**config.mk**
```make
export PLATFORM = sky130hd
export DESIGN_NAME = maint_request_tracker
export DESIGN_NICKNAME = d
export VERILOG_FILES = /design/src/mrt_pkg.sv /design/src/mrt_chan_if.sv /design/src/maint_request_tracker.sv /design/src/mrt_chan_trk.sv
export SDC_FILE = /design/constraint.sdc
export NUM_CORES = 1
export LEC_CHECK = 0
export BUFFER_PORTS_ARGS = -buffer_cell sky130_fd_sc_hd__buf_2
export CAP_MARGIN = 20
export CORE_AREA = 2 2 199 201
export CTS_BUF_LIST = sky130_fd_sc_hd__clkbuf_8
export DETAILED_ROUTE_END_ITERATION = 8
export DIE_AREA = 0 0 201 203
export GPL_TIMING_DRIVEN = 1
export PLACE_DENSITY = 0.58
export SLEW_MARGIN = 40
export SYNTH_ARGS = -nofsm -noshare
export SYNTH_HDL_FRONTEND = slang
export SYNTH_SLANG_ARGS = --single-unit
```
**constraint.sdc**
```tcl
create_clock -name ref_clk -period 12 [get_ports ref_clk]
set_input_delay 1.8 -clock ref_clk [delete_from_list [all_inputs] [get_ports ref_clk]]
set_output_delay 1.8 -clock ref_clk [all_outputs]
set_load 0.01 [all_outputs]
```
**src/mrt_pkg.sv**
```systemverilog
/*
  Package for the maintenance request tracker: field layouts, reset values
  and the bus widths and type and status codes shared by its modules.
  Assumes nothing of its surroundings.
*/
package mrt_pkg;
  localparam int unsigned ADDR_W = 32;
  localparam int unsigned DATA_W = 32;
  localparam int unsigned HOP_MSB = 31;
  localparam int unsigned HOP_LSB = 24;
  localparam int unsigned OFS_MSB = 23;
  localparam int unsigned OFS_LSB = 2;
  localparam logic [7:0] TID_RST = 8'h00;
  localparam logic [7:0] HOP_LOCAL = 8'h00;
  localparam logic [1:0] RESP_OKAY = 2'h0;
  localparam logic [1:0] RESP_SLVERR = 2'h2;
  localparam logic [3:0] TT_RD_REQ = 4'h0;
  localparam logic [3:0] TT_WR_REQ = 4'h1;
  localparam logic [3:0] TT_RD_RSP = 4'h2;
  localparam logic [3:0] TT_WR_RSP = 4'h3;
  localparam logic [3:0] STAT_DONE = 4'h0;
  localparam logic [7:0] INFO_TID_RST = 8'h00;
endpackage : mrt_pkg

```
**src/mrt_chan_if.sv**
```systemverilog
/*
  Interface carrying one outstanding-channel tracker's controls and status.
  Assumes one clock shared by the tracker and its owner.
*/
`timescale 1ns/1ps
`default_nettype none
interface mrt_chan_if;
  logic issue;
  logic remote;
  logic [7:0] tid;
  logic rsp_hit;
  logic done;
  logic busy;
  logic wait_rsp;
  logic [7:0] held_tid;
  modport owner(output issue, output remote, output tid, output rsp_hit,
    output done, input busy, input wait_rsp, input held_tid);
  modport trk(input issue, input remote, input tid, input rsp_hit,
    input done, output busy, output wait_rsp, output held_tid);
endinterface : mrt_chan_if
`default_nettype wire

```
**src/maint_request_tracker.sv**
```systemverilog
/*
  Maintenance request tracker: AXI4-Lite maintenance slave that routes
  accesses to local configuration space or builds remote maintenance
  request packets, and matches the returning responses by ID.
  Assumes a local config master and packet ports that keep a valid/ready
  handshake, all on ref_clk.
*/
// Behaviour
// Remote accesses become maintenance request packets sent toward the link.
// Response returned to user only when its ID matches the outstanding one.
// Matched read response data is returned on the read data channel.
// Only 32-bit word accesses exist; no narrower or wider transfer.
// One read and one write outstanding at most, local or remote.
// Responses with mismatched ID are dropped silently.
// Maintenance port reset cancels outstanding read and write requests.
// Timeout value output mirrors the link timeout register contents.
// User timeout counter loads from timeout value, expiry asserts reset.
// User keeps the port idle while asserting the maintenance reset.
// Maintenance reset clears stored read and write transaction IDs.
// Late responses to requests from before the reset are dropped.
// Nonzero top address byte routes remotely, hop count is byte minus one.
// Request ID starts at zero, increments per remote request, is writable.
// Source ID from base ID; priority, CRF, destination from info register.
// Two least significant address bits are ignored.
// Channel frees when user accepts the matched response.
`timescale 1ns/1ps
`default_nettype none
module maint_request_tracker (
  input wire logic ref_clk,
  input wire logic rst,
  input wire logic maint_rst,
  input wire logic [31:0] s_awaddr,
  input wire logic s_awvalid,
  output logic s_awready,
  input wire logic [31:0] s_wdata,
  input wire logic [3:0] s_wstrb,
  input wire logic s_wvalid,
  output logic s_wready,
  output logic [1:0] s_bresp,
  output logic s_bvalid,
  input wire logic s_bready,
  input wire logic [31:0] s_araddr,
  input wire logic s_arvalid,
  output logic s_arready,
  output logic [31:0] s_rdata,
  output logic [1:0] s_rresp,
  output logic s_rvalid,
  input wire logic s_rready,
  output logic loc_valid,
  output logic loc_write,
  output logic [23:0] loc_addr,
  output logic [31:0] loc_wdata,
  input wire logic loc_ready,
  input wire logic loc_rsp_valid,
  input wire logic loc_rsp_write,
  input wire logic loc_rsp_err,
  input wire logic [31:0] loc_rsp_data,
  output logic req_valid,
  output logic [3:0] req_ttype,
  output logic [7:0] req_tid,
  output logic [7:0] req_hop,
  output logic [23:0] req_offset,
  output logic [31:0] req_data,
  output logic [15:0] req_src_id,
  output logic [15:0] req_dst_id,
  output logic [1:0] req_prio,
  output logic req_crf,
  input wire logic req_ready,
  input wire logic rsp_valid,
  input wire logic [3:0] rsp_ttype,
  input wire logic [7:0] rsp_tid,
  input wire logic [3:0] rsp_status,
  input wire logic [31:0] rsp_data,
  input wire logic [15:0] base_dev_id,
  input wire logic [15:0] info_dst_id,
  input wire logic [1:0] info_prio,
  input wire logic info_crf,
  input wire logic info_tid_we,
  input wire logic [7:0] info_tid_wdata,
  output logic [7:0] info_tid,
  input wire logic [23:0] link_timeout_reg,
  output logic [23:0] link_timeout
);
  mrt_chan_if rd_ch();
  mrt_chan_if wr_ch();

  mrt_chan_trk u_rd_trk (
    .ref_clk(ref_clk),
    .rst(rst),
    .maint_rst(maint_rst),
    .ch(rd_ch)
  );
  mrt_chan_trk u_wr_trk (
    .ref_clk(ref_clk),
    .rst(rst),
    .maint_rst(maint_rst),
    .ch(wr_ch)
  );

  logic [7:0] tid_q;
  logic rd_take;
  logic wr_take;
  logic rd_remote;
  logic wr_remote;
  logic req_free;
  logic rsp_rd_hit;
  logic rsp_wr_hit;

  // Requests are only taken when the shared launch stage is empty, so a
  // read and a write in the same cycle are serialised, read first.
  assign req_free = !req_valid && !loc_valid && !maint_rst;
  assign rd_remote = s_araddr[mrt_pkg::HOP_MSB:mrt_pkg::HOP_LSB]
    != mrt_pkg::HOP_LOCAL;
  assign wr_remote = s_awaddr[mrt_pkg::HOP_MSB:mrt_pkg::HOP_LSB]
    != mrt_pkg::HOP_LOCAL;
  assign rd_take = req_free && s_arvalid && !rd_ch.busy;
  assign wr_take = req_free && !rd_take && s_awvalid && s_wvalid
    && !wr_ch.busy;

  // A response hits only while its channel still waits on that exact ID.
  assign rsp_rd_hit = rsp_valid && rsp_ttype == mrt_pkg::TT_RD_RSP
    && rd_ch.wait_rsp && rsp_tid == rd_ch.held_tid && !maint_rst;
  assign rsp_wr_hit = rsp_valid && rsp_ttype == mrt_pkg::TT_WR_RSP
    && wr_ch.wait_rsp && rsp_tid == wr_ch.held_tid && !maint_rst;
  // Everything else on the response port falls through unseen.

  assign rd_ch.issue = rd_take;
  assign rd_ch.remote = rd_remote;
  assign rd_ch.tid = tid_q;
  assign rd_ch.rsp_hit = rsp_rd_hit;
  assign rd_ch.done = s_rvalid && s_rready;
  assign wr_ch.issue = wr_take;
  assign wr_ch.remote = wr_remote;
  assign wr_ch.tid = tid_q;
  assign wr_ch.rsp_hit = rsp_wr_hit;
  assign wr_ch.done = s_bvalid && s_bready;

  always_ff @(posedge ref_clk or posedge rst) begin
    if (rst) begin
      s_arready <= 1'b0;
      s_awready <= 1'b0;
      s_wready <= 1'b0;
    end else begin
      s_arready <= rd_take;
      s_awready <= wr_take;
      s_wready <= wr_take;
    end
  end

  always_ff @(posedge ref_clk or posedge rst) begin
    if (rst) begin
      tid_q <= mrt_pkg::INFO_TID_RST;
    end else if (info_tid_we) begin
      tid_q <= info_tid_wdata;
    end else if ((rd_take && rd_remote) || (wr_take && wr_remote)) begin
      tid_q <= tid_q + 8'h01;
    end
  end

  always_ff @(posedge ref_clk or posedge rst) begin
    if (rst) begin
      info_tid <= mrt_pkg::INFO_TID_RST;
      link_timeout <= 24'h000000;
    end else begin
      info_tid <= tid_q;
      link_timeout <= link_timeout_reg;
    end
  end

  always_ff @(posedge ref_clk or posedge rst) begin
    if (rst) begin
      req_valid <= 1'b0;
      req_ttype <= mrt_pkg::TT_RD_REQ;
      req_tid <= mrt_pkg::TID_RST;
      req_hop <= 8'h00;
      req_offset <= 24'h000000;
      req_data <= 32'h00000000;
      req_src_id <= 16'h0000;
      req_dst_id <= 16'h0000;
      req_prio <= 2'h0;
      req_crf <= 1'b0;
    end else if (maint_rst) begin
      req_valid <= 1'b0;
    end else if ((rd_take && rd_remote) || (wr_take && wr_remote)) begin
      req_valid <= 1'b1;
      req_ttype <= rd_take ? mrt_pkg::TT_RD_REQ : mrt_pkg::TT_WR_REQ;
      req_tid <= tid_q;
      req_hop <= rd_take ? s_araddr[31:24] - 8'h01
        : s_awaddr[31:24] - 8'h01;
      req_offset <= rd_take ? {s_araddr[23:2], 2'b00}
        : {s_awaddr[23:2], 2'b00};
      req_data <= s_wdata;
      req_src_id <= base_dev_id;
      req_dst_id <= info_dst_id;
      req_prio <= info_prio;
      req_crf <= info_crf;
    end else if (req_ready) begin
      req_valid <= 1'b0;
    end
  end

  always_ff @(posedge ref_clk or posedge rst) begin
    if (rst) begin
      loc_valid <= 1'b0;
      loc_write <= 1'b0;
      loc_addr <= 24'h000000;
      loc_wdata <= 32'h00000000;
    end else if (maint_rst) begin
      loc_valid <= 1'b0;
    end else if ((rd_take && !rd_remote) || (wr_take && !wr_remote)) begin
      loc_valid <= 1'b1;
      loc_write <= !rd_take;
      loc_addr <= rd_take ? {s_araddr[23:2], 2'b00}
        : {s_awaddr[23:2], 2'b00};
      loc_wdata <= s_wdata;
    end else if (loc_ready) begin
      loc_valid <= 1'b0;
    end
  end

  // Local answers need no ID check; they come back while the channel is
  // still busy and not waiting on a remote response.
  always_ff @(posedge ref_clk or posedge rst) begin
    if (rst) begin
      s_rvalid <= 1'b0;
      s_rdata <= 32'h00000000;
      s_rresp <= mrt_pkg::RESP_OKAY;
    end else if (maint_rst) begin
      s_rvalid <= 1'b0;
    end else if (rsp_rd_hit) begin
      s_rvalid <= 1'b1;
      s_rdata <= rsp_data;
      s_rresp <= rsp_status == mrt_pkg::STAT_DONE ? mrt_pkg::RESP_OKAY
        : mrt_pkg::RESP_SLVERR;
    end else if (loc_rsp_valid && !loc_rsp_write && rd_ch.busy
        && !rd_ch.wait_rsp && !s_rvalid) begin
      s_rvalid <= 1'b1;
      s_rdata <= loc_rsp_data;
      s_rresp <= loc_rsp_err ? mrt_pkg::RESP_SLVERR : mrt_pkg::RESP_OKAY;
    end else if (s_rready) begin
      s_rvalid <= 1'b0;
    end
  end

  always_ff @(posedge ref_clk or posedge rst) begin
    if (rst) begin
      s_bvalid <= 1'b0;
      s_bresp <= mrt_pkg::RESP_OKAY;
    end else if (maint_rst) begin
      s_bvalid <= 1'b0;
    end else if (rsp_wr_hit) begin
      s_bvalid <= 1'b1;
      s_bresp <= rsp_status == mrt_pkg::STAT_DONE ? mrt_pkg::RESP_OKAY
        : mrt_pkg::RESP_SLVERR;
    end else if (loc_rsp_valid && loc_rsp_write && wr_ch.busy
        && !wr_ch.wait_rsp && !s_bvalid) begin
      s_bvalid <= 1'b1;
      s_bresp <= loc_rsp_err ? mrt_pkg::RESP_SLVERR : mrt_pkg::RESP_OKAY;
    end else if (s_bready) begin
      s_bvalid <= 1'b0;
    end
  end

  logic unused_strb;
  assign unused_strb = ^s_wstrb; // Word-only port: byte strobes are ignored
endmodule : maint_request_tracker
`default_nettype wire

```
**src/mrt_chan_trk.sv**
```systemverilog
/*
  Tracks one outstanding access (read or write) and the transaction ID of
  its remote request. Assumes the owner issues only when not busy.
*/
`timescale 1ns/1ps
`default_nettype none
module mrt_chan_trk (
  input wire logic ref_clk,
  input wire logic rst,
  input wire logic maint_rst,
  mrt_chan_if.trk ch
);
  logic busy_q;
  logic wait_q;
  logic [7:0] tid_q;

  assign ch.busy = busy_q;
  assign ch.wait_rsp = wait_q;
  assign ch.held_tid = tid_q;

  always_ff @(posedge ref_clk or posedge rst) begin
    if (rst) begin
      busy_q <= 1'b0;
    end else if (maint_rst) begin
      busy_q <= 1'b0;
    end else if (ch.issue) begin
      busy_q <= 1'b1;
    end else if (ch.done) begin
      busy_q <= 1'b0;
    end
  end

  always_ff @(posedge ref_clk or posedge rst) begin
    if (rst) begin
      wait_q <= 1'b0;
    end else if (maint_rst) begin
      wait_q <= 1'b0;
    end else if (ch.issue) begin
      wait_q <= ch.remote;
    end else if (ch.rsp_hit) begin
      wait_q <= 1'b0;
    end
  end

  always_ff @(posedge ref_clk or posedge rst) begin
    if (rst) begin
      tid_q <= mrt_pkg::TID_RST;
    end else if (maint_rst) begin
      tid_q <= mrt_pkg::TID_RST;
    end else if (ch.issue && ch.remote) begin
      tid_q <= ch.tid;
    end
  end
endmodule : mrt_chan_trk
`default_nettype wire

```
==> Word level (Yosys, flattened, before mapping) <==
Index checks and enable logic that the tools add are counted.
{ "word_totals": {"in_bits": 262, "word_cells": 146, "out_inout_bits": 243, "regBits": 270} }
{ "classes": {"n_bitwise": 1, "n_addsub": 3, "n_reduce_logical": 65, "mux": 43, "eq_ne": 4} }
{ "op_table": {"columns": ["cell", "n"], "rows": [
  ["32-bit two-way mux", 2],
  ["8-bit two-way mux", 7],
  ["1-bit logical AND", 30],
  ["1-bit two-way mux", 27],
  ["24-bit two-way mux", 1],
  ["3-bit nonzero test", 6],
  ["8-bit == test", 2],
  ["8-bit nonzero test", 2],
  ["8-bit by 1-bit subtractor with 8-bit output (second input constant)", 2],
  ["1-bit zero test", 13],
  ["2-bit two-way mux", 6],
  ["2-bit nonzero test", 5],
  ["8-bit by 1-bit adder with 8-bit output (second input constant)", 1],
  ["4-bit by 2-bit == test with 1-bit output (second input constant)", 2],
  ["2-bit AND reduction", 4],
  ["4-bit nonzero test", 2],
  ["4-bit zero test", 1],
  ["1-bit logical OR", 2],
  ["1-bit inverter", 1]
]} }

==> Logic depth before layout (Yosys ltp) <==
Gate-level depths: netlist (run 1).
{ "logic_depth": {"depth_word": 14, "ltp_mapped": 9, "depth_no_buf": 8} }

==> Cells and area by module <==
From an unflattened synthesis (run 1), not the netlist that was laid out.
{ "hier_totals": {"cells_unflattened": 996, "area_unflattened_um2": 10797.9} }
{ "by_module_without_submodules": {"columns": ["module", "cells_each", "area_each_um2", "seq_area_each_um2", "n_inst"], "rows": [
  ["maint_request_tracker", 904, 9824.4, 6030.8, 1],
  ["mrt_chan_trk", 46, 486.7, 250.2, 2]
]} }

==> Least setup slack after synthesis (run 1) <==
OpenSTA, ideal clock, no wires.
{ "synth_path": {"kind": "input -> register", "start": "input port s_arvalid", "end": "register req_hop[6]", "setup_time_ns": 0.126, "required_time_ns": 11.874, "stages": 9, "n_path_buf": 1, "slack_ns": 8.572, "arrival_time_ns": 3.302, "path_cell_list": "nor2b_1 > nand2_2 > buf_1 > mux2i_1 > ha_1 > nand2_1 > xnor2_1 > mux2i_1 > a21oi_1"} }
{ "synth_via": {"elab_chain_len": 10, "elab_cells_between_ends": 12, "cone_classes": "1 x mux; 11 x reduce/logical"} }
{ "synth_lines": {"columns": ["element", "line", "rtl"], "rows": [
  ["from (decl)", "maint_request_tracker.sv:43", "input wire logic s_arvalid,"],
  ["1-bit logical AND * (2 in a row)", "maint_request_tracker.sv:116", "assign rd_take = req_free && s_arvalid && !rd_ch.busy;"],
  ["1-bit zero test", "maint_request_tracker.sv:117", "assign wr_take = req_free && !rd_take && s_awvalid && s_wvalid"],
  ["1-bit logical AND (3 in a row)", "maint_request_tracker.sv:117", null],
  ["1-bit logical AND", "maint_request_tracker.sv:118", "&& !wr_ch.busy;"],
  ["1-bit logical AND", "maint_request_tracker.sv:184", "end else if ((rd_take && rd_remote) || (wr_take && wr_remote)) begin"],
  ["1-bit logical OR", "maint_request_tracker.sv:184", null],
  ["2-bit AND reduction (no line)", null, null],
  ["to (signal assigned)", "maint_request_tracker.sv:188", "req_hop <= rd_take ? s_araddr[31:24] - 8'h01"],
  ["to (decl)", "maint_request_tracker.sv:61", "output logic [7:0] req_hop,"]
]} }
Every way passes the cells marked *; elsewhere a longest branch is shown, timed or not.
A chain may end at the register's enable or synchronous reset.

==> Worst setup path in the final report (run 1) <==
{ "layout_path": {"start": "input port maint_rst", "end": "register req_offset[6]"} }
{ "layout_via": {"elab_chain_len": 12, "elab_cells_between_ends": 15, "cone_classes": "1 x mux; 1 x bitwise; 13 x reduce/logical"} }
{ "layout_lines": {"columns": ["element", "line", "rtl"], "rows": [
  ["from (decl)", "maint_request_tracker.sv:31", "input wire logic maint_rst,"],
  ["1-bit zero test *", "maint_request_tracker.sv:111", "assign req_free = !req_valid && !loc_valid && !maint_rst;"],
  ["1-bit logical AND *", "maint_request_tracker.sv:111", null],
  ["1-bit logical AND (2 in a row)", "maint_request_tracker.sv:116", null],
  ["1-bit zero test", "maint_request_tracker.sv:117", null],
  ["1-bit logical AND * (3 in a row)", "maint_request_tracker.sv:117", null],
  ["1-bit logical AND *", "maint_request_tracker.sv:118", null],
  ["named net u_wr_trk.ch.issue", "mrt_chan_if.sv:18", "modport trk(input issue, input remote, input tid, input rsp_hit,"],
  ["1-bit logical AND *", "maint_request_tracker.sv:184", null],
  ["1-bit logical OR *", "maint_request_tracker.sv:184", null],
  ["2-bit AND reduction (no line) *", null, null],
  ["to (signal assigned)", "maint_request_tracker.sv:190", "req_offset <= rd_take ? {s_araddr[23:2], 2'b00}"],
  ["to (decl)", "maint_request_tracker.sv:62", "output logic [23:0] req_offset,"]
]} }
Mark *: on every way through the listed nets, which the timed path passes. The rest lies on a longest branch.

==> results of run 1 <==
==> layer usage <==
layer  up-vias  routed length, um
met1      4236              12800
met2       414              16500
met3        90               3070
met5         -                 13
met4         2               1740
li1       4251                  -
==> area by class of cell <==
cell class	count	area, um2	area share
repair buffers	497	2550	0.177
clock buffers	58	798	0.0554
inverters	8	42.5	0.00295
clock inverters	26	156	0.0109
flip-flops and latches	261	6530	0.453
well taps	518	648	0.0450
diodes	4	10.0	0.000695
multi-input cells	650	3670	0.255
==> power by group <==
part	leakage (nW)	switching (mW)	internal, mW
logic	3.93	0.359	0.265
clock network	0.546	0.384	0.460
registers	3.25	0.108	1.07
total	7.73	0.851	1.80
==> synthesized netlist by cell type, types with 2 or more instances <==
cell and count:
a21oi_1 50, or4_1 3, nand4_1 4, xor2_1 9, mux2i_1 30, o31ai_1 2
nand3_1 7, inv_2 2, buf_2 31, nor2b_1 3, o22a_1 32, nand2b_1 2
dfrtp_1 261, nor4_1 9, nand3b_1 2, a41o_1 2, o21ai_1 27, nor3_1 2
xnor2_1 14, a31oi_1 7, and2_1 4, ha_1 2, mux2_1 32, nor2_1 54
o21ai_0 5, clkbuf_1 13, nand2_1 281, or3_1 3, a211oi_1 2, a21o_1 2
buf_1 2, nor4b_1 3, buf_4 17, inv_1 6, o21a_1 32
==> path summary, 6_finish.rpt <==
kind	slack, ns	start	end
max	8.27	maint_rst	req_offset[6]$_DFFE_PP0P_
min	0.46	req_data[25]$_DFFE_PP0P_	req_data[25]$_DFFE_PP0P_
max reg2reg	9.18	loc_valid$_DFFE_PP0P_	req_offset[6]$_DFFE_PP0P_
min reg2reg	0.46	req_data[25]$_DFFE_PP0P_	req_data[25]$_DFFE_PP0P_
max in group asynchronous	9.52	rst	req_hop[6]$_DFFE_PP0P_
min in group asynchronous	1.29	rst	s_rdata[24]$_DFFE_PP0P_
==> layout by cell type (no fill, tap or decap), types with 3 or more instances in the layout <==
master | netlist | layout
buf_2 | 31 | 487
nand2_1 | 281 | 280
dfrtp_1 | 261 | 261
clkbuf_8 | 0 | 58
nor2_1 | 54 | 54
a21oi_1 | 50 | 50
o22a_1 | 32 | 32
o21a_1 | 32 | 32
mux2_1 | 32 | 32
mux2i_1 | 30 | 30
o21ai_1 | 27 | 27
inv_1 | 6 | 20
xnor2_1 | 14 | 14
nor4_1 | 9 | 9
xor2_1 | 9 | 9
conb_1 | 1 | 9
nand3_1 | 7 | 7
a31oi_1 | 7 | 7
clkinv_2 | 0 | 6
o21ai_0 | 5 | 5
buf_4 | 17 | 5
diode_2 | 0 | 4
and2_1 | 4 | 4
nand4_1 | 4 | 4
nor2b_1 | 3 | 3
nor4b_1 | 3 | 3
or4_1 | 3 | 3
or3_1 | 3 | 3
buf_6 | 0 | 3
==> kinds of logic (layout without fill, tap and decap cells) <==
group           after synthesis  in the layout  synth area share
compound gates              171            171             0.108
xor+xnor                     23             23            0.0191
fa+ha+maj                     2              2           0.00238
buf+inv                      71            589            0.0351
flops                       261            261             0.621
mux                          62             62            0.0628
other cells                   1             13          0.000356
simple gates                383            383             0.152
==> per-stage QoR <==
stage / setup WS, ns / instance area (um2)
5_1_grt: 8.11 / 14400
2_1_floorplan: 3.02 / 10600
3_3_place_gp: 7.24 / 13400
4_1_cts: 8.28 / 14400
3_5_place_dp: 7.58 / 13400
6_report: 8.27 / 14400
==> worst min-delay path, cell delays in order, from the launching register on <==
cell     delay, ns
dfrtp_1       0.33
nand2_1       0.05
nand2_1       0.04
==> qor.csv, run 1 <==
stage,metric,value,unit
synthesis,synth_area_leader_cell,dfrtp_1,
sta,setup_tns,0,ns
global_routing,grt_first_pass_wirelength,53000,um
setup_path,cp_num_buf_inv,4,
synthesis,synthDistinctLibCells,52,
global_routing,met2_usage,0.281,
floorplan,io_pins,505,
synthesis,avgSynthCellArea,10.8,um2
synthesis,ys_seq_area_frac,0.621,
final_layout,top_regs,"loc_wdata (32), req_data (32), s_rdata (32)",
place,place_inst,1934,
setup_path,worstPathCellList,buf_2 > nor3_4 > nand4_4 > inv_2 > a22o_4 > buf_4 > buf_12 > nor2_1 > a21oi_1,
routing,vias_per_cell,4.45,
setup_path,worst-path-stages,9,
power,leakage,7.73,nW
global_routing,grt_overflow,0,
synthesis,yosys-top-cells-area,"dfrtp_1 62%, nand2_1 10%, mux2_1 3.4%, mux2i_1 2.9%, o22a_1 2.7%",
synthesis,ys_ff_latch,261,
power,total_power,2.65,mW
setup_path,worstPathArrival,4.25,ns
global_routing,grt_pass1_vias,9364,
setup_path,start_kind,input pin,
floorplan,die_h,203,um
floorplan,initial_core_util,0.274,
floorplan,dieArea,40800,um2
synthesis,yosysWarningCount,0,
clock_tree,insertion_delay,0.60,ns
sta,hold-worst-slack,0.458,ns
clock_tree,clock_sinks,261,
routing,post-route-drc-count,0,
clock_tree,post_cts_resized,0,
sta,post-route-period-util,0.311,
routing,drtIter0Drc,398,
clock_tree,cts_buffers,47,
synthesis,synth_edf_count,0,
final_layout,fill_cells,3951,
setup_path,r2r_cells,8,
global_routing,grt_usage,0.167,
final_layout,layout-drive-gt1-share,0.385,
synthesis,netlist_instances,974,
synthesis,ys.flop_type,dfrtp_1,
synthesis,synthArstFlopShare,1.00,
clock_tree,cts_max_path_buffers,3,
routing,drt-total-wl,34100,um
floorplan,core,38500,um2
setup_path,cp_data_required_time,12.52,ns
setup_path,end_kind,flop,
global_routing,met3_usage,0.0546,
clock_tree,cts-htree-levels,2,
place,io_buffers,487,
power,ir_worst_vdd,0.0912,mV
outcome,outcome,"finished, final reports clean",
sta,fmax,0.268,GHz
clock_tree,cts_root_buffer,clkbuf_8,
setup_path,criticalPathCategory,input pin to flop,
routing,routedWlPerCell,16.9,um
clock_tree,post_cts_buffers,0,
setup_path,cp_slowest_cell,a22o_4,
setup_path,max_stage_delay,0.54,ns
floorplan,num_rows,72,
sta,slew_viol_final,0,
final_layout,layout.nets,1729,
place,place_congestion,0.824,
job,cap_violations,0,
place,hpwl,25000,um
sta,finalSetupViolations,0,
sta,skew,0.0181,ns
setup_path,critPathTopFamily,buffers and inverters,
final_layout,area_delta_synth_final,36.9,%
sta,worst_slew_pin_slew,0.759,ns
floorplan,fp.dieW,201,um
global_routing,use_met1,0.184,
sta,rsz0062_at_grt,false,
routing,firstDrtPassIters,4,
global_routing,grt_max_degree,125,
final_layout,fin_cells,2022,
power,p_per_area,184,nW/um2
global_routing,grt_antenna_before_repair,5,
clock_tree,clk_pin_slew,0.06,ns
global_routing,grt-busiest-layer,met2,
hold_path,holdPathStages,2,
setup_path,path_max_fanout,57,
routing,dr_total_vias,8993,
synthesis,synth_area,10500,um2
clock_tree,cts_tree,done,
sta,hold_viol,0,
synthesis,post-synth-top-area-fraction,0.621,
sta,slew_headroom,0.494,
sta,period_needed,3.73,ns
hold_path,hold_path.class,flop to flop,
routing,ant_nets,0,
clock_tree,ctsHoldBuffers,0,
final_layout,fin_util,0.375,
No activity file was read; power rests on OpenSTA's default activity.
==> run 2, diff against run 1 <==
Settings changed: CORE_AREA 2 2 199 201 to 2 2 196 198, DIE_AREA 0 0 201 203 to 0 0 198 200, PLACE_DENSITY 0.58 to 0.61.
Clock period 12 ns to 3.22 ns, I/O delays scaled along.
==> qor.csv, run 2 (same netlist as run 1, synthesis figures left out) <==
stage,metric,value,unit,change
clock_tree,cts_buffers,47,,unchanged
clock_tree,ctsHoldBuffers,25,,+25
setup_path,worstPathCellList,nor3_4 > nand2_2 > inv_2 > a22oi_2 > buf_4 > or4_1 > a31oi_1,,
floorplan,fp.dieW,198,um,-1.5%
routing,dr_total_vias,9213,,+2.4%
setup_path,criticalPathCategory,flop to flop,,
power,total_power,9.86,mW,+270%
clock_tree,cts_root_buffer,clkbuf_8,,
floorplan,die_h,200,um,-1.5%
clock_tree,cts_tree,done,,
sta,finalSetupViolations,0,,unchanged
routing,firstDrtPassIters,4,,unchanged
clock_tree,post_cts_resized,0,,unchanged
sta,post-route-period-util,0.736,,
clock_tree,clock_sinks,261,,unchanged
routing,vias_per_cell,4.48,,+0.65%
global_routing,grt_first_pass_wirelength,51500,um,-2.8%
place,io_buffers,487,,unchanged
sta,hold_viol,0,,unchanged
clock_tree,cts_max_path_buffers,3,,unchanged
setup_path,end_kind,flop,,
final_layout,top_regs,"loc_wdata (32), req_data (32), s_rdata (32)",,
setup_path,start_kind,flop,,
floorplan,dieArea,39600,um2,-2.9%
global_routing,grt_antenna_before_repair,5,,unchanged
floorplan,num_rows,71,,-1.4%
final_layout,most-common-layout-cells,"487 x buf_2, 281 x nand2_1, 261 x dfrtp_1, 57 x clkbuf_8, 54 x nor2_1",,
power,leakage,7.94,nW,+2.7%
global_routing,grt_pass1_vias,9468,,+1.1%
place,hpwl,25500,um,+1.8%
routing,drt-total-wl,34700,um,+1.5%
sta,worst_slew_pin_slew,0.680,ns,-0.0786 ns
setup_path,cp_data_required_time,3.73,ns,-8.79 ns
setup_path,worstPathArrival,2.88,ns,-1.37 ns
sta,slew_headroom,0.546,,+0.0519
sta,setup_tns,0,ns,unchanged
place,place_congestion,0.843,,+2.3%
global_routing,grt_max_degree,78,,-38%
floorplan,io_pins,505,,unchanged
place,place_inst,1946,,+0.62%
hold_path,hold_path.class,input pin to flop,,
routing,ant_nets,0,,unchanged
routing,post-route-drc-count,0,,unchanged
final_layout,fin_cells,2058,,+1.8%
final_layout,layout.nets,1774,,+2.6%
final_layout,fin_util,0.397,,+0.0222
sta,slew_viol_final,0,,unchanged
routing,drtIter0Drc,325,,-18%
power,ir_worst_vdd,0.356,mV,+290%
setup_path,max_stage_delay,0.51,ns,-0.03 ns
sta,skew,0.0123,ns,-0.00586 ns
final_layout,fill_cells,3730,,-5.6%
final_layout,layout-drive-gt1-share,0.384,,about the same
clock_tree,insertion_delay,0.58,ns,-0.02 ns
floorplan,core,37400,um2,-2.8%
setup_path,path_max_fanout,12,,-79%
floorplan,initial_core_util,0.281,,+0.00781
final_layout,area_delta_synth_final,41.0,%,
final_layout,seqCellArea,6530,um2,unchanged
setup_path,cp_slowest_cell,or4_1,,
clock_tree,post_cts_buffers,0,,unchanged
clock_tree,clk_pin_slew,0.06,ns,about the same
sta,rsz0062_at_grt,false,,
global_routing,grt_overflow,0,,unchanged
place,dpl_cell_area,13600,um2,+1.5%
final_layout,multi_input_area,3670,um2,about the same
setup_path,cp_num_buf_inv,2,,-2
final_layout,final_common_cell,buf_2,,
clock_tree,cts-htree-levels,2,,unchanged
routing,routedWlPerCell,16.8,um,-0.30%
outcome,outcome,"finished, final reports clean",,
sta,fmax,0.422,GHz,
global_routing,grt_usage,0.170,,+0.00262
sta,period_needed,2.37,ns,
setup_path,critPathTopFamily,simple AND/OR/NAND/NOR gates,,
job,cap_violations,0,,unchanged
power,p_per_area,664,nW/um2,+260%
final_layout,fin_area,14800,um2,+3.0%
## run 2: changes by cell type in the layout (fill, tap and decap cells not counted), sizes merged
cell         delta
dlygate4sd3    +25
buf            +20
clkinv          -2
clkinvlp        +2
clkbuf          -1
inv             -1
## run 2: layout make-up
class	count	share of cell area
Clock inverter	25	0.00928
Antenna cell	4	0.000675
Clock buffer	57	0.0529
Timing Repair Buffer	542	0.204
Tap cell	511	0.0431
Sequential cell	261	0.440
Multi-Input combinational cell	650	0.247
Inverter	8	0.00228
## run 2: power by group
group	internal (mW)	switching, mW
Clock	1.67	1.38
Sequential	3.99	0.406
Combinational	1.05	1.36
## run 2: worst paths after layout
check,startpoint,endpoint,slack [ns],cells after the start
max in group asynchronous,rst,req_offset[10]$_DFFE_PP0P_,1.89,5
worst min register to register,req_data[21]$_DFFE_PP0P_,req_data[21]$_DFFE_PP0P_,0.46,2
worst max register to register,loc_valid$_DFFE_PP0P_,rd_ch.tid[5]$_DFFE_PP0P_,0.85,7
worst max-delay path,loc_valid$_DFFE_PP0P_,rd_ch.tid[5]$_DFFE_PP0P_,0.85,7
worst min-delay path,req_ready,req_valid$_DFFE_PP0P_,0.08,2
min in group asynchronous,rst,rd_ch.tid[5]$_DFFE_PP0P_,0.51,3
## run 2: metrics by stage
step	setup slack [ns]	hold WS, ns
final	0.849	0.0847
after global routing	0.637	0.0418
after floorplan	-0.705	0.352
after CTS	0.725	0.0219
after global placement	0.392	0.447
after detailed placement	0.324	0.450
## run 2: per-layer routing
| layer | part of all wire | GRT usage | vias to the layer above |
|---|---|---|---|
| met5 | 0.00052 | 0 | - |
| met4 | 0.029 | 0.0752 | 2 |
| met3 | 0.077 | 0.0477 | 65 |
| met2 | 0.51 | 0.309 | 388 |
| met1 | 0.38 | 0.185 | 4432 |
| li1 | - | - | 4326 |
==> run 3, diff against run 2 <==
Clock period 3.22 ns to 1.95 ns, I/O delays scaled along.
==> qor.csv, run 3 (same netlist as run 1, synthesis figures left out) <==
stage,metric,value,unit,change
global_routing,grt_pass1_vias,10900,,+15%
routing,firstDrtPassIters,5,,+1
setup_path,cp_data_required_time,2.43,ns,-1.30 ns
place,pre_cts_ws,-0.152,ns,-0.476 ns
power,total_power,18.2,mW,+84%
power,ir_worst_vdd,0.753,mV,+110%
setup_path,criticalPathCategory,flop to flop,,
setup_path,end_kind,flop,,
hold_path,hold_path.class,input pin to flop,,
setup_path,path_max_fanout,7,,-5
floorplan,core,37400,um2,unchanged
global_routing,met2_usage,0.347,,+0.0386
place,io_buffers,487,,unchanged
final_layout,fill_cells,3158,,-15%
setup_path,r2r_cells,8,,+1
power,leakage,9.31,nW,+17%
setup_path,crit_path_end,loc_wdata[7]$_DFFE_PP0P_,,
sta,slew_headroom,0.560,,+0.0142
sta,period_needed,2.04,ns,-0.327 ns
routing,routedWlPerCell,18.7,um,+11%
setup_path,r2r-end,loc_wdata[7]$_DFFE_PP0P_,,
global_routing,grt_antenna_before_repair,1,,-4
clock_tree,cts_tree,done,,
clock_tree,cts_max_path_buffers,3,,unchanged
final_layout,final_common_cell,buf_2,,
routing,drt-total-wl,43500,um,+25%
sta,fmax,0.489,GHz,+16%
global_routing,grt_overflow,0,,unchanged
clock_tree,clk_pin_slew,0.06,ns,about the same
job,cap_violations,0,,unchanged
final_layout,layout-drive-gt1-share,0.446,,+0.0616
floorplan,num_rows,71,,unchanged
final_layout,most-common-layout-cells,"488 x buf_2, 276 x nand2_1, 261 x dfrtp_1, 205 x dlygate4sd3_1, 59 x clkbuf_8",,
sta,worst_slack,-0.0942,ns,-0.943 ns
routing,drtIter0Drc,381,,+17%
clock_tree,cts_buffers,46,,-2.1%
sta,worst_slew_pin_slew,0.660,ns,-0.0205 ns
sta,finalSetupViolations,49,,+49
clock_tree,cts_root_buffer,clkbuf_8,,
place,place_congestion,0.826,,-2.1%
floorplan,io_pins,505,,unchanged
clock_tree,clock_sinks,261,,unchanged
global_routing,grt-busiest-layer,met2,,
final_layout,top_regs,"loc_wdata (32), req_data (32), s_rdata (32)",,
setup_path,r2r_slack,-0.09,ns,-0.94 ns
setup_path,startpoint,req_valid$_DFFE_PP0P_,,
clock_tree,cts-htree-levels,2,,unchanged
final_layout,seqCellArea,6530,um2,unchanged
final_layout,multi_input_area,4270,um2,+16%
sta,skew,0.00869,ns,-0.00356 ns
sta,hold_viol,0,,unchanged
floorplan,dieArea,39600,um2,unchanged
final_layout,fin_cells,2326,,+13%
setup_path,timing.rr.start,req_valid$_DFFE_PP0P_,,
floorplan,fp.dieW,198,um,unchanged
place,hpwl,25400,um,-0.34%
outcome,violations,negative setup slack,,
outcome,outcome,finished with violations,,
power,p_per_area,974,nW/um2,+47%
final_layout,layout.nets,2038,,+15%
sta,hold-worst-slack,0.0289,ns,-0.0558 ns
sta,post-route-period-util,1.05,,+0.312
sta,slew_viol_final,0,,unchanged
setup_path,worstPathArrival,2.53,ns,-0.35 ns
global_routing,grt_max_degree,69,,-12%
routing,dr_total_vias,10600,,+15%
global_routing,grt_first_pass_wirelength,60000,um,+17%
place,place_inst,1989,,+2.2%
floorplan,die_h,200,um,unchanged
global_routing,use_met1,0.222,,+0.0369
sta,rsz0062_at_grt,true,,
global_routing,grt_usage,0.198,,+0.0276
floorplan,initial_core_util,0.281,,unchanged
final_layout,area_delta_synth_final,77.3,%,
sta,setup_tns,-1.58,ns,-1.58 ns
routing,vias_per_cell,4.57,,+2.1%
setup_path,start_kind,flop,,
clock_tree,insertion_delay,0.61,ns,+0.03 ns
routing,post-route-drc-count,0,,unchanged
global_routing,met3_usage,0.0541,,+0.00638
hold_path,holdPathStages,3,,+1
routing,ant_nets,0,,unchanged
run 3: repair_timing:
| action | 4_1_cts | 5_1_grt |
|---|---|---|
| setup endpoints to repair | 59 | 210 |
| gates cloned | 10 | 17 |
| pin swaps | 16 | 22 |
| resized for setup | 46 | 142 |
| hold buffers | 205 | 0 |
| setup buffers | 14 | 6 |
| hold endpoints to repair | 337 | 0 |
run 3: critical path, stage by stage, from the launching register on:
cell	delay [ns]
dfrtp_1	0.41
nor3_4	0.29
nand4_4	0.15
buf_6	0.14
o22ai_4	0.17
buf_6	0.17
buf_12	0.13
buf_16	0.15
mux2_4	0.30
run 3: where the power goes:
group	total [mW]	leakage, nW	switching [mW]	internal [mW]
clock network	5.87	0.579	2.46	3.41
logic	4.99	5.47	2.58	2.41
registers	7.32	3.25	0.728	6.59
total	18.2	9.31	5.78	12.4
run 3: layout make-up:
cell class | instances | area share
Tap cell | 511 | 0.0343
Timing Repair Buffer | 807 | 0.327
Antenna cell | 3 | 0.000402
Inverter | 8 | 0.00194
Clock inverter | 27 | 0.0141
Clock buffer | 59 | 0.0435
Sequential cell | 261 | 0.350
Multi-Input combinational cell | 650 | 0.229
run 3: stage by stage:
stage	utilization	instance area [um2]
2_1_floorplan	-	10600
3_3_place_gp	0.376	14100
3_5_place_dp	0.376	14100
4_1_cts	0.475	17800
5_1_grt	0.499	18700
6_report	0.499	18700
run 3: worst min path at each step:
stage | start | end
6_report | s_awaddr[3] | loc_addr[3]$_DFFE_PP0P_
5_1_grt | s_awaddr[3] | loc_addr[3]$_DFFE_PP0P_
4_1_cts | s_awaddr[3] | req_offset[3]$_DFFE_PP0P_
3_5_place_dp | rst | s_rdata[19]$_DFFE_PP0P_
3_3_place_gp | rst | s_rdata[19]$_DFFE_PP0P_
2_1_floorplan | link_timeout_reg[0] | link_timeout[0]$_DFF_PP0_
run 3: per-layer routing:
layer  share of wire  wire, um
met3           0.078      3370
met5               0         0
met4           0.039      1710
met1            0.38     16700
met2            0.50     21700
